File: src/rtl/usr_defines.vh
// Purpose: Constants for the serial channel status/interrupt/flow register block
// Assumes: Avalon-MM word addressing, 8-bit data in low bits of 32-bit word
// Notes: Offsets are word indices on the register bus
`ifndef USR_DEFINES_VH
`define USR_DEFINES_VH
// Register word offsets
`define USR_OFF_MODEM_LINE_STATUS 3'h0
`define USR_OFF_INTERRUPT_ENABLE 3'h1
`define USR_OFF_INTERRUPT_SOURCE_ID 3'h2
`define USR_OFF_ENHANCED_FEATURE 3'h3
`define USR_OFF_BAUD_DIVISOR_LOW 3'h4
`define USR_OFF_BAUD_DIVISOR_HIGH 3'h5
`define USR_OFF_FLOW_LEVELS 3'h6
`define USR_OFF_LINE_CONTROL 3'h7
// Field positions
`define USR_EFR_WREN 4
`define USR_EFR_SPECIAL 5
`define USR_EFR_AUTO_RTS 6
`define USR_EFR_AUTO_CTS 7
`define USR_MCR_LOOP 4
`define USR_MCR_LEVELS_EN 6
`define USR_IER_THR 1
`define USR_IER_SLEEP 4
// Reset values
`define USR_RST_BYTE 8'h00
`define USR_RST_DIVISOR 16'h0001
// Identification codes, bits 5:0
`define USR_ID_NONE 6'h01
`define USR_ID_LINE 6'h06
`define USR_ID_TIMEOUT 6'h0C
`define USR_ID_RXDATA 6'h04
`define USR_ID_TXEMPTY 6'h02
`define USR_ID_MODEM 6'h00
`define USR_ID_XOFF 6'h10
`define USR_ID_FLOWCHG 6'h20
// Threshold granularity shift (steps of four)
`define USR_LEVEL_SHIFT 2
`endif

File: src/rtl/usr_int_prio.v
// Purpose: Priority encoder of pending interrupt sources into an id code
// Assumes: Sources arrive already gated by their enables
// Notes: Purely combinational
`include "usr_defines.vh"
module usr_int_prio (
  input wire line_err,
  input wire rx_timeout,
  input wire rx_data,
  input wire tx_empty,
  input wire modem,
  input wire xoff,
  input wire flow_chg,
  output reg pending,
  output reg [5:0] id_code
);
  // Highest pending source wins
  always @* begin
    pending = 1'b1;
    if (line_err) begin
      id_code = `USR_ID_LINE;
    end else if (rx_timeout) begin
      id_code = `USR_ID_TIMEOUT;
    end else if (rx_data) begin
      id_code = `USR_ID_RXDATA;
    end else if (tx_empty) begin
      id_code = `USR_ID_TXEMPTY;
    end else if (modem) begin
      id_code = `USR_ID_MODEM;
    end else if (xoff) begin
      id_code = `USR_ID_XOFF;
    end else if (flow_chg) begin
      id_code = `USR_ID_FLOWCHG;
    end else begin
      id_code = `USR_ID_NONE;
      pending = 1'b0;
    end
  end
endmodule // usr_int_prio

File: src/rtl/usr_regs.v
// Purpose: Per-channel modem status, interrupt, flow control and divisor registers
// Assumes: One clock, synchronous active-high reset, inputs synchronous to clk
// Notes: Registers reached over Avalon-MM; one wait state on every access
//
// The register offsets and the Avalon-MM interface to the registers were left to the implementer.
`include "usr_defines.vh"
module usr_regs #(
  parameter FIFO_CNT_W = 7
) (
  input wire clk,
  input wire reset,
  input wire [2:0] avs_address,
  input wire avs_read,
  input wire avs_write,
  input wire [31:0] avs_writedata,
  output reg [31:0] avs_readdata,
  output wire avs_waitrequest,
  input wire cts_n,
  input wire dsr_n,
  input wire ri_n,
  input wire cd_n,
  output reg rts_n,
  output wire dtr_n,
  output wire int_out,
  input wire line_err_evt,
  input wire rx_timeout_evt,
  input wire rx_data_avail,
  input wire tx_below_level,
  input wire tx_serial_in,
  input wire rx_pin,
  output wire rx_serial_out,
  input wire rx_char_valid,
  input wire [7:0] rx_char,
  input wire [7:0] xoff2_char,
  input wire [FIFO_CNT_W-1:0] rx_fifo_level,
  input wire fifo_enable,
  input wire [1:0] fifo_setup_in,
  output wire [1:0] fifo_setup_bits,
  output wire tx_halt,
  output wire [15:0] baud_divisor,
  output wire sleep_enable,
  output wire loopback_tx
);
  // Divisor after reset, split into its two latches
  localparam [15:0] RST_DIV = `USR_RST_DIVISOR;
  reg [7:0] interrupt_enable_reg;
  reg [7:0] enhanced_feature_control_reg;
  reg [7:0] baud_divisor_low_reg;
  reg [7:0] baud_divisor_high_reg;
  reg [7:0] flow_halt_restore_levels_reg;
  reg [7:0] modem_line_control_reg;
  reg [1:0] fifo_setup_reg;
  reg [3:0] delta_reg;
  reg [3:0] prev_mod_reg;
  reg thr_int_reg;
  reg xoff_flag_reg;
  reg flow_chg_reg;
  reg prev_cts_reg;
  reg prev_rts_reg;
  reg ack_reg;
  reg prev_tx_below_reg;
  wire access;
  wire wr_stb;
  wire rd_cap;
  wire status_clr;
  wire id_clr;
  wire tx_rise;
  wire loop;
  wire [3:0] mod_now;
  wire [7:0] status_byte;
  wire pending;
  wire [5:0] id_code;
  wire [7:0] id_byte;
  wire [7:0] wdat;
  wire efr_wren;
  wire [FIFO_CNT_W-1:0] halt_level;
  wire [FIFO_CNT_W-1:0] restore_level;
  wire cts_active;
  wire src_line;
  wire src_tmo;
  wire src_rx;
  wire src_tx;
  wire src_mod;
  wire src_xoff;
  wire src_flow;

  // Threshold nibble to character count
  function [FIFO_CNT_W-1:0] level_of;
    input [3:0] nib;
    begin
      level_of = {{(FIFO_CNT_W-4){1'b0}}, nib} << `USR_LEVEL_SHIFT;
    end
  endfunction

  // Service read of the id register while the given code is the one shown
  function serviced;
    input clr;
    input [5:0] shown;
    input [5:0] code;
    begin
      serviced = clr & (shown == code);
    end
  endfunction

  // Bus handshake: one wait cycle, answer on second edge
  assign access = (avs_read | avs_write) & ~ack_reg;
  assign avs_waitrequest = access;
  assign wr_stb = avs_write & ack_reg;
  // Clears act on the edge that captures read data, so no event goes unseen
  assign rd_cap = avs_read & ~ack_reg;
  assign status_clr = rd_cap & (avs_address == `USR_OFF_MODEM_LINE_STATUS);
  assign id_clr = rd_cap & (avs_address == `USR_OFF_INTERRUPT_SOURCE_ID);
  assign wdat = avs_writedata[7:0];
  assign efr_wren = enhanced_feature_control_reg[`USR_EFR_WREN];

  always @(posedge clk) begin
    if (reset) begin
      ack_reg <= 1'b0;
    end else begin
      ack_reg <= access;
    end
  end

  // Modem inputs or loopback sources, active-high: cts, dsr, ri, cd
  assign loop = modem_line_control_reg[`USR_MCR_LOOP];
  assign mod_now = loop ? {modem_line_control_reg[3], modem_line_control_reg[2],
                           modem_line_control_reg[0], modem_line_control_reg[1]}
                        : {~cd_n, ~ri_n, ~dsr_n, ~cts_n};
  assign status_byte = {mod_now[3], mod_now[2], mod_now[1], mod_now[0], delta_reg};

  // Change detection; a new change wins over a clearing read
  always @(posedge clk) begin
    if (reset) begin
      prev_mod_reg <= 4'h0;
      delta_reg <= 4'h0;
    end else begin
      prev_mod_reg <= mod_now;
      if (status_clr) begin
        delta_reg[0] <= mod_now[0] ^ prev_mod_reg[0];
        delta_reg[1] <= mod_now[1] ^ prev_mod_reg[1];
        delta_reg[2] <= ~mod_now[2] & prev_mod_reg[2];
        delta_reg[3] <= mod_now[3] ^ prev_mod_reg[3];
      end else begin
        delta_reg[0] <= delta_reg[0] | (mod_now[0] ^ prev_mod_reg[0]);
        delta_reg[1] <= delta_reg[1] | (mod_now[1] ^ prev_mod_reg[1]);
        // Pin low-to-high is active bit falling
        delta_reg[2] <= delta_reg[2] | (~mod_now[2] & prev_mod_reg[2]);
        delta_reg[3] <= delta_reg[3] | (mod_now[3] ^ prev_mod_reg[3]);
      end
    end
  end

  // Register writes with their write-enable gates
  always @(posedge clk) begin
    if (reset) begin
      interrupt_enable_reg <= `USR_RST_BYTE;
      enhanced_feature_control_reg <= `USR_RST_BYTE;
      baud_divisor_low_reg <= RST_DIV[7:0];
      baud_divisor_high_reg <= RST_DIV[15:8];
      flow_halt_restore_levels_reg <= `USR_RST_BYTE;
      modem_line_control_reg <= `USR_RST_BYTE;
      fifo_setup_reg <= 2'h0;
    end else if (wr_stb) begin
      case (avs_address)
        `USR_OFF_INTERRUPT_ENABLE: begin
          interrupt_enable_reg[3:0] <= wdat[3:0];
          if (efr_wren) begin
            interrupt_enable_reg[7:4] <= wdat[7:4];
          end
        end
        `USR_OFF_ENHANCED_FEATURE: begin
          enhanced_feature_control_reg <= wdat;
          if (efr_wren) begin
            fifo_setup_reg <= fifo_setup_in;
          end
        end
        `USR_OFF_BAUD_DIVISOR_LOW: begin
          if (!interrupt_enable_reg[`USR_IER_SLEEP]) begin
            baud_divisor_low_reg <= wdat;
          end
        end
        `USR_OFF_BAUD_DIVISOR_HIGH: begin
          if (!interrupt_enable_reg[`USR_IER_SLEEP]) begin
            baud_divisor_high_reg <= wdat;
          end
        end
        `USR_OFF_FLOW_LEVELS: begin
          if (efr_wren && modem_line_control_reg[`USR_MCR_LEVELS_EN]) begin
            flow_halt_restore_levels_reg <= wdat;
          end
        end
        `USR_OFF_LINE_CONTROL: begin
          modem_line_control_reg[4:0] <= wdat[4:0];
          if (efr_wren) begin
            modem_line_control_reg[7:5] <= wdat[7:5];
          end
        end
        default: begin
        end
      endcase
    end
  end

  // Transmit-empty interrupt: raised when the level falls below threshold or
  // when its enable is set again; dropped once the level recovers or on service
  assign tx_rise = tx_below_level & ~prev_tx_below_reg;
  always @(posedge clk) begin
    if (reset) begin
      prev_tx_below_reg <= 1'b1; // No false rise out of reset
      thr_int_reg <= 1'b0;
    end else begin
      prev_tx_below_reg <= tx_below_level;
      if (tx_rise || (wr_stb && avs_address == `USR_OFF_INTERRUPT_ENABLE &&
          wdat[`USR_IER_THR] && !interrupt_enable_reg[`USR_IER_THR])) begin
        thr_int_reg <= tx_below_level;
      end else if (!tx_below_level) begin
        thr_int_reg <= 1'b0;
      end else if (serviced(id_clr, id_code, `USR_ID_TXEMPTY)) begin
        thr_int_reg <= 1'b0;
      end
    end
  end

  // Special character flag: set wins over clearing read
  always @(posedge clk) begin
    if (reset) begin
      xoff_flag_reg <= 1'b0;
    end else if (enhanced_feature_control_reg[`USR_EFR_SPECIAL] && rx_char_valid &&
                 rx_char == xoff2_char) begin
      xoff_flag_reg <= 1'b1;
    end else if (serviced(id_clr, id_code, `USR_ID_XOFF)) begin
      xoff_flag_reg <= 1'b0;
    end
  end

  // CTS/RTS active-to-inactive detection
  assign cts_active = mod_now[0];
  always @(posedge clk) begin
    if (reset) begin
      prev_cts_reg <= 1'b0;
      prev_rts_reg <= 1'b0;
      flow_chg_reg <= 1'b0;
    end else begin
      prev_cts_reg <= cts_active;
      prev_rts_reg <= ~rts_n;
      if ((prev_cts_reg && !cts_active) || (prev_rts_reg && rts_n)) begin
        flow_chg_reg <= 1'b1;
      end else if (serviced(id_clr, id_code, `USR_ID_FLOWCHG)) begin
        flow_chg_reg <= 1'b0;
      end
    end
  end

  // Automatic RTS by receive FIFO level, else control bit 1
  assign halt_level = level_of(flow_halt_restore_levels_reg[3:0]);
  assign restore_level = level_of(flow_halt_restore_levels_reg[7:4]);
  always @(posedge clk) begin
    if (reset) begin
      rts_n <= 1'b1;
    end else if (enhanced_feature_control_reg[`USR_EFR_AUTO_RTS]) begin
      if (rx_fifo_level >= halt_level) begin
        rts_n <= 1'b1;
      end else if (rx_fifo_level <= restore_level) begin
        rts_n <= 1'b0;
      end
    end else begin
      rts_n <= ~modem_line_control_reg[1];
    end
  end

  assign tx_halt = enhanced_feature_control_reg[`USR_EFR_AUTO_CTS] & ~cts_active;

  // Gated interrupt sources
  assign src_line = interrupt_enable_reg[2] & line_err_evt;
  assign src_tmo = interrupt_enable_reg[0] & rx_timeout_evt;
  assign src_rx = interrupt_enable_reg[0] & rx_data_avail;
  assign src_tx = interrupt_enable_reg[1] & thr_int_reg;
  assign src_mod = interrupt_enable_reg[3] & (|delta_reg);
  assign src_xoff = interrupt_enable_reg[5] & xoff_flag_reg;
  assign src_flow = (interrupt_enable_reg[6] | interrupt_enable_reg[7]) & flow_chg_reg;

  usr_int_prio u_prio (
    .line_err(src_line),
    .rx_timeout(src_tmo),
    .rx_data(src_rx),
    .tx_empty(src_tx),
    .modem(src_mod),
    .xoff(src_xoff),
    .flow_chg(src_flow),
    .pending(pending),
    .id_code(id_code)
  );

  assign int_out = pending;
  assign id_byte = {fifo_enable, fifo_enable, id_code};

  // Read data mux, registered
  always @(posedge clk) begin
    if (reset) begin
      avs_readdata <= 32'h00000000;
    end else if (rd_cap) begin
      case (avs_address)
        `USR_OFF_MODEM_LINE_STATUS: avs_readdata <= {24'h000000, status_byte};
        `USR_OFF_INTERRUPT_ENABLE: avs_readdata <= {24'h000000, interrupt_enable_reg};
        `USR_OFF_INTERRUPT_SOURCE_ID: avs_readdata <= {24'h000000, id_byte};
        `USR_OFF_ENHANCED_FEATURE: avs_readdata <= {24'h000000, enhanced_feature_control_reg};
        `USR_OFF_BAUD_DIVISOR_LOW: avs_readdata <= {24'h000000, baud_divisor_low_reg};
        `USR_OFF_BAUD_DIVISOR_HIGH: avs_readdata <= {24'h000000, baud_divisor_high_reg};
        `USR_OFF_FLOW_LEVELS: avs_readdata <= {24'h000000, flow_halt_restore_levels_reg};
        `USR_OFF_LINE_CONTROL: avs_readdata <= {24'h000000, modem_line_control_reg};
        default: avs_readdata <= 32'h00000000;
      endcase
    end
  end

  assign baud_divisor = {baud_divisor_high_reg, baud_divisor_low_reg};
  assign sleep_enable = interrupt_enable_reg[`USR_IER_SLEEP];
  assign dtr_n = ~modem_line_control_reg[0];
  assign fifo_setup_bits = fifo_setup_reg;
  // Loopback: transmit line feeds receiver, line held idle high
  assign rx_serial_out = loop ? tx_serial_in : rx_pin;
  assign loopback_tx = loop ? 1'b1 : tx_serial_in;
endmodule // usr_regs

File: config.mk
export PLATFORM = sky130hd
export DESIGN_NAME = usr_regs
export DESIGN_NICKNAME = d
export VERILOG_FILES = /design/src/rtl/usr_int_prio.v /design/src/rtl/usr_regs.v
export VERILOG_INCLUDE_DIRS = /design/src /design/src/rtl
export SDC_FILE = /design/constraint.sdc
export NUM_CORES = 1
export LEC_CHECK = 0
export ABC_AREA = 1
export BUFFER_PORTS_ARGS = -buffer_cell sky130_fd_sc_hd__buf_2
export CAP_MARGIN = 5
export CORE_UTILIZATION = 45
export CTS_CLUSTER_DIAMETER = 200
export CTS_CLUSTER_SIZE = 40
export DETAILED_ROUTE_END_ITERATION = 16
export MAX_ROUTING_LAYER = met4
export PLACE_DENSITY_LB_ADDON = 0.25
export SYNTH_ARGS = -nofsm -noshare
export SYNTH_HDL_FRONTEND = slang
export SYNTH_HIERARCHICAL = 1
export SYNTH_SLANG_ARGS = --single-unit
File: constraint.sdc
create_clock -name clk -period 2.6 [get_ports clk]
set_clock_uncertainty 0.1 [all_clocks]
set_input_delay 0.39 -clock clk [delete_from_list [all_inputs] [get_ports clk]]
set_output_delay 0.39 -clock clk [all_outputs]
set_load 0.01 [all_outputs]
==> impl_metrics.env <==
export IMPL_fmax_ghz=0.489
export IMPL_cp_data_arrival_time_ps=1560
export IMPL_internal_power_w=0.00171
export IMPL_ios=134
export IMPL_muxShareOfSynthArea_pct=0
export IMPL_clk_pin_slew_ps=90
export IMPL_combPwrFrac_pct=13.1
export IMPL_ys_types=34
export IMPL_grt_pass1_vias=3421
export IMPL_fin_cells=774
export IMPL_ff2ff_path_depth=11
export IMPL_crit_path_end="int_out"
export IMPL_max_cap_violations=0
export IMPL_ys_top_cells_by_count="96 x nor2_1, 92 x nand2_1, 75 x inv_1, 73 x dfxtp_1, 67 x o21ai_0"
export IMPL_synth_fa_ha_area_share_pct=2.80
export IMPL_vias_per_cell=5.03
export IMPL_initial_core_util_pct=46.4
export IMPL_ys_top_cells_by_area="dfxtp_1 36%, nor2_1 9.0%, nand2_1 8.6%"
export IMPL_path_max_fanout=3
export IMPL_synth_compound_area_share_pct=18.5
export IMPL_syn_area_per_cell_sq_um=6.97
export IMPL_antenna_left=0
export IMPL_r2r_slack_ps=850
export IMPL_cts_hold_buf=0
export IMPL_place_inst=758
export IMPL_hold_viol_final=0
export IMPL_worst_skew_pair_late_latency_ps=360
export IMPL_clockRootBuffer="clkbuf_8"
export IMPL_synth_async_reset_ratio_pct=0
export IMPL_routabilityCongestion=0.912
export IMPL_drc=0
export IMPL_p_leak_nw=2.18
export IMPL_synth_top_family_by_area="simple AND/OR/NAND/NOR gates"
export IMPL_outcome="finished, final reports clean"
export IMPL_overflow=0
export IMPL_fin_tns_setup_ps=0
export IMPL_dpl_hpwl_mm=8.10
export IMPL_drive_gt1_share_pct=21.3
export IMPL_vias=3890
export IMPL_wl_mm=10.5
export IMPL_whs_ps=156
export IMPL_cts_resized=0
export IMPL_start_kind="flip-flop"
export IMPL_period_minus_slack_ps=2050
export IMPL_worstMarginPinSlew_ps=499
export IMPL_synth_seq_cells=73
export IMPL_die_h_um=96.5
export IMPL_required_ps=2110
export IMPL_cellPowerDensity_nw_per_um2=520
export IMPL_synth_top_area_share_pct=36.3
export IMPL_cts_tree="done"
export IMPL_pwr_share_clk_pct=38.1
export IMPL_finalCoreUtilization_pct=53.1
export IMPL_die_w_um=96.5
export IMPL_rsz0062_at_grt="false"
export IMPL_critical_path_class="flip-flop to primary output"
export IMPL_yosys_warnings=6
export IMPL_cp_end_kind="primary output"
export IMPL_area_growth_pct=14.6
export IMPL_power_share_sequential_pct=48.8
export IMPL_fill_cells=896
export IMPL_reg2reg_to="xoff_flag_reg"
export IMPL_reg2reg_from="delta_reg[0]"
export IMPL_ir_drop_mv=0.281
export IMPL_yosys_area_top_type="dfxtp_1"
export IMPL_synth_simple_area_share_pct=25.9
export IMPL_synth_edf_count=0
export IMPL_drtIter0Drc=241
export IMPL_fin_nets=746
export IMPL_worst_hold_path_type="input pin to flip-flop"
export IMPL_cts_sinks=73
export IMPL_fin_crit_sh_pct=78.7
export IMPL_grt_pass1_wl_mm=16.5
export IMPL_synth_main_ff_cell="dfxtp_1"
export IMPL_first_pass_iters=5
export IMPL_row_count=34
export IMPL_io_buffers=85
export IMPL_diodes=0
export IMPL_grt_max_degree=24
export IMPL_synth_seq_area_share_pct=36.3
export IMPL_swShare_pct=28.7
export IMPL_slew_headroom_pct=66.7
export IMPL_synth_xor_area_share_pct=0.871
export IMPL_wl_per_cell_um=13.6
export IMPL_fp_dieArea_sq_um=9320
export IMPL_synthesis_area_sq_um=4020
export IMPL_htreeDepth=3
export IMPL_slew_viol_final=0
export IMPL_grt_antenna_before_repair=0
export IMPL_setup_violations=0
export IMPL_cts_max_path_buffers=2
export IMPL_synthCells=577
export IMPL_postCtsSetupBuffers=0
export IMPL_numCtsBuffers=9
export IMPL_p_sw_w=0.000687
export IMPL_synthMostInstantiatedCell="nor2_1"
export IMPL_startpoint="delta_reg[0]"
export IMPL_design_core_area_sq_um=8680
export IMPL_grt_total_usage_pct=24.7
per-layer routing:
| metal | share of wire [%] | routed length (um) | up-vias | global-route usage, % |
|---|---|---|---|---|
| met3 | 5.8 | 612 | 29 | 4.15 |
| met2 | 47 | 4920 | 143 | 39.8 |
| met5 | 0 | 0 | - | - |
| met1 | 45 | 4700 | 1755 | 30.9 |
| li1 | - | - | 1963 | - |
| met4 | 2.8 | 298 | 0 | 9.68 |
power by group through the flow:
| stage | sequential [W] | combinational, W | clock, W |
|---|---|---|---|
| floorplan | 0.00120 | 0.000219 | 0 |
| global placement | 0.00119 | 0.000303 | 0 |
| detailed placement | 0.00119 | 0.000310 | 0 |
| CTS | 0.00117 | 0.000312 | 0.000923 |
| global route | 0.00117 | 0.000353 | 0.000980 |
| finish | 0.00117 | 0.000313 | 0.000914 |
worst max-delay path, cell delays in order, from the launching register on:
cell,delay (ps)
dfxtp_1,340
o41a_1,460
inv_1,90
nand2_1,70
inv_1,60
nand2_1,50
buf_2,130
through the flow:
| stage | setup WS (ps) | total power [W] | area, sq um |
|---|---|---|---|
| after floorplan | 1050 | 0.00142 | 4110 |
| after global placement | 806 | 0.00150 | 4410 |
| after detailed placement | 800 | 0.00150 | 4410 |
| after CTS | 550 | 0.00240 | 4610 |
| after global routing | 486 | 0.00251 | 4610 |
| final | 554 | 0.00240 | 4610 |
layout by cell type, fill, tap and decap left out, types with 3 or more instances in the layout:
| master | synthesis | routed |
|---|---|---|
| o22ai_1 | 8 | 8 |
| buf_2 | 1 | 85 |
| inv_1 | 75 | 75 |
| nand4_1 | 3 | 3 |
| xnor2_1 | 4 | 4 |
| nor2_1 | 96 | 96 |
| o21ai_1 | 7 | 7 |
| nand3_4 | 7 | 7 |
| nand2_1 | 92 | 92 |
| clkbuf_8 | 0 | 9 |
| inv_2 | 9 | 9 |
| nor2_4 | 6 | 6 |
| ha_1 | 9 | 9 |
| conb_1 | 1 | 24 |
| dfxtp_1 | 73 | 73 |
| o21ai_0 | 67 | 67 |
| nand3_1 | 10 | 10 |
| inv_4 | 3 | 3 |
| a21oi_2 | 3 | 3 |
| a21oi_1 | 48 | 48 |
| nand2_2 | 4 | 4 |
cell type report:
type	instances	area, sq um	area share (%)
Inverter	88	345	7.49
Timing Repair Buffer	87	440	9.55
Clock buffer	9	124	2.69
Tap cell	108	135	2.93
Sequential cell	73	1460	31.7
Clock inverter	7	77.6	1.68
Multi-Input combinational cell	402	2030	44.0
cells by family after synthesis:
family                   after synthesis
buffers and inverters                125
adder cells (fa/ha/maj)                9
other                                  1
AND/OR/NAND/NOR                      225
AO/OA/AOI/OAI                        140
XOR/XNOR                               4
flip-flops                            73
worst min path at each step:
stage	startpoint	to	slack [ps]	cells after the start
5_1_grt	tx_below_level	prev_tx_below_reg	170	3
4_1_cts	tx_below_level	prev_tx_below_reg	160	3
3_3_place_gp	enhanced_feature_control_reg[6]	rts_n	330	2
2_1_floorplan	enhanced_feature_control_reg[6]	rts_n	320	2
3_5_place_dp	prev_mod_reg[2]	delta_reg[2]	350	2
6_report	tx_below_level	prev_tx_below_reg	160	3
(Power assumes the default switching activity.)
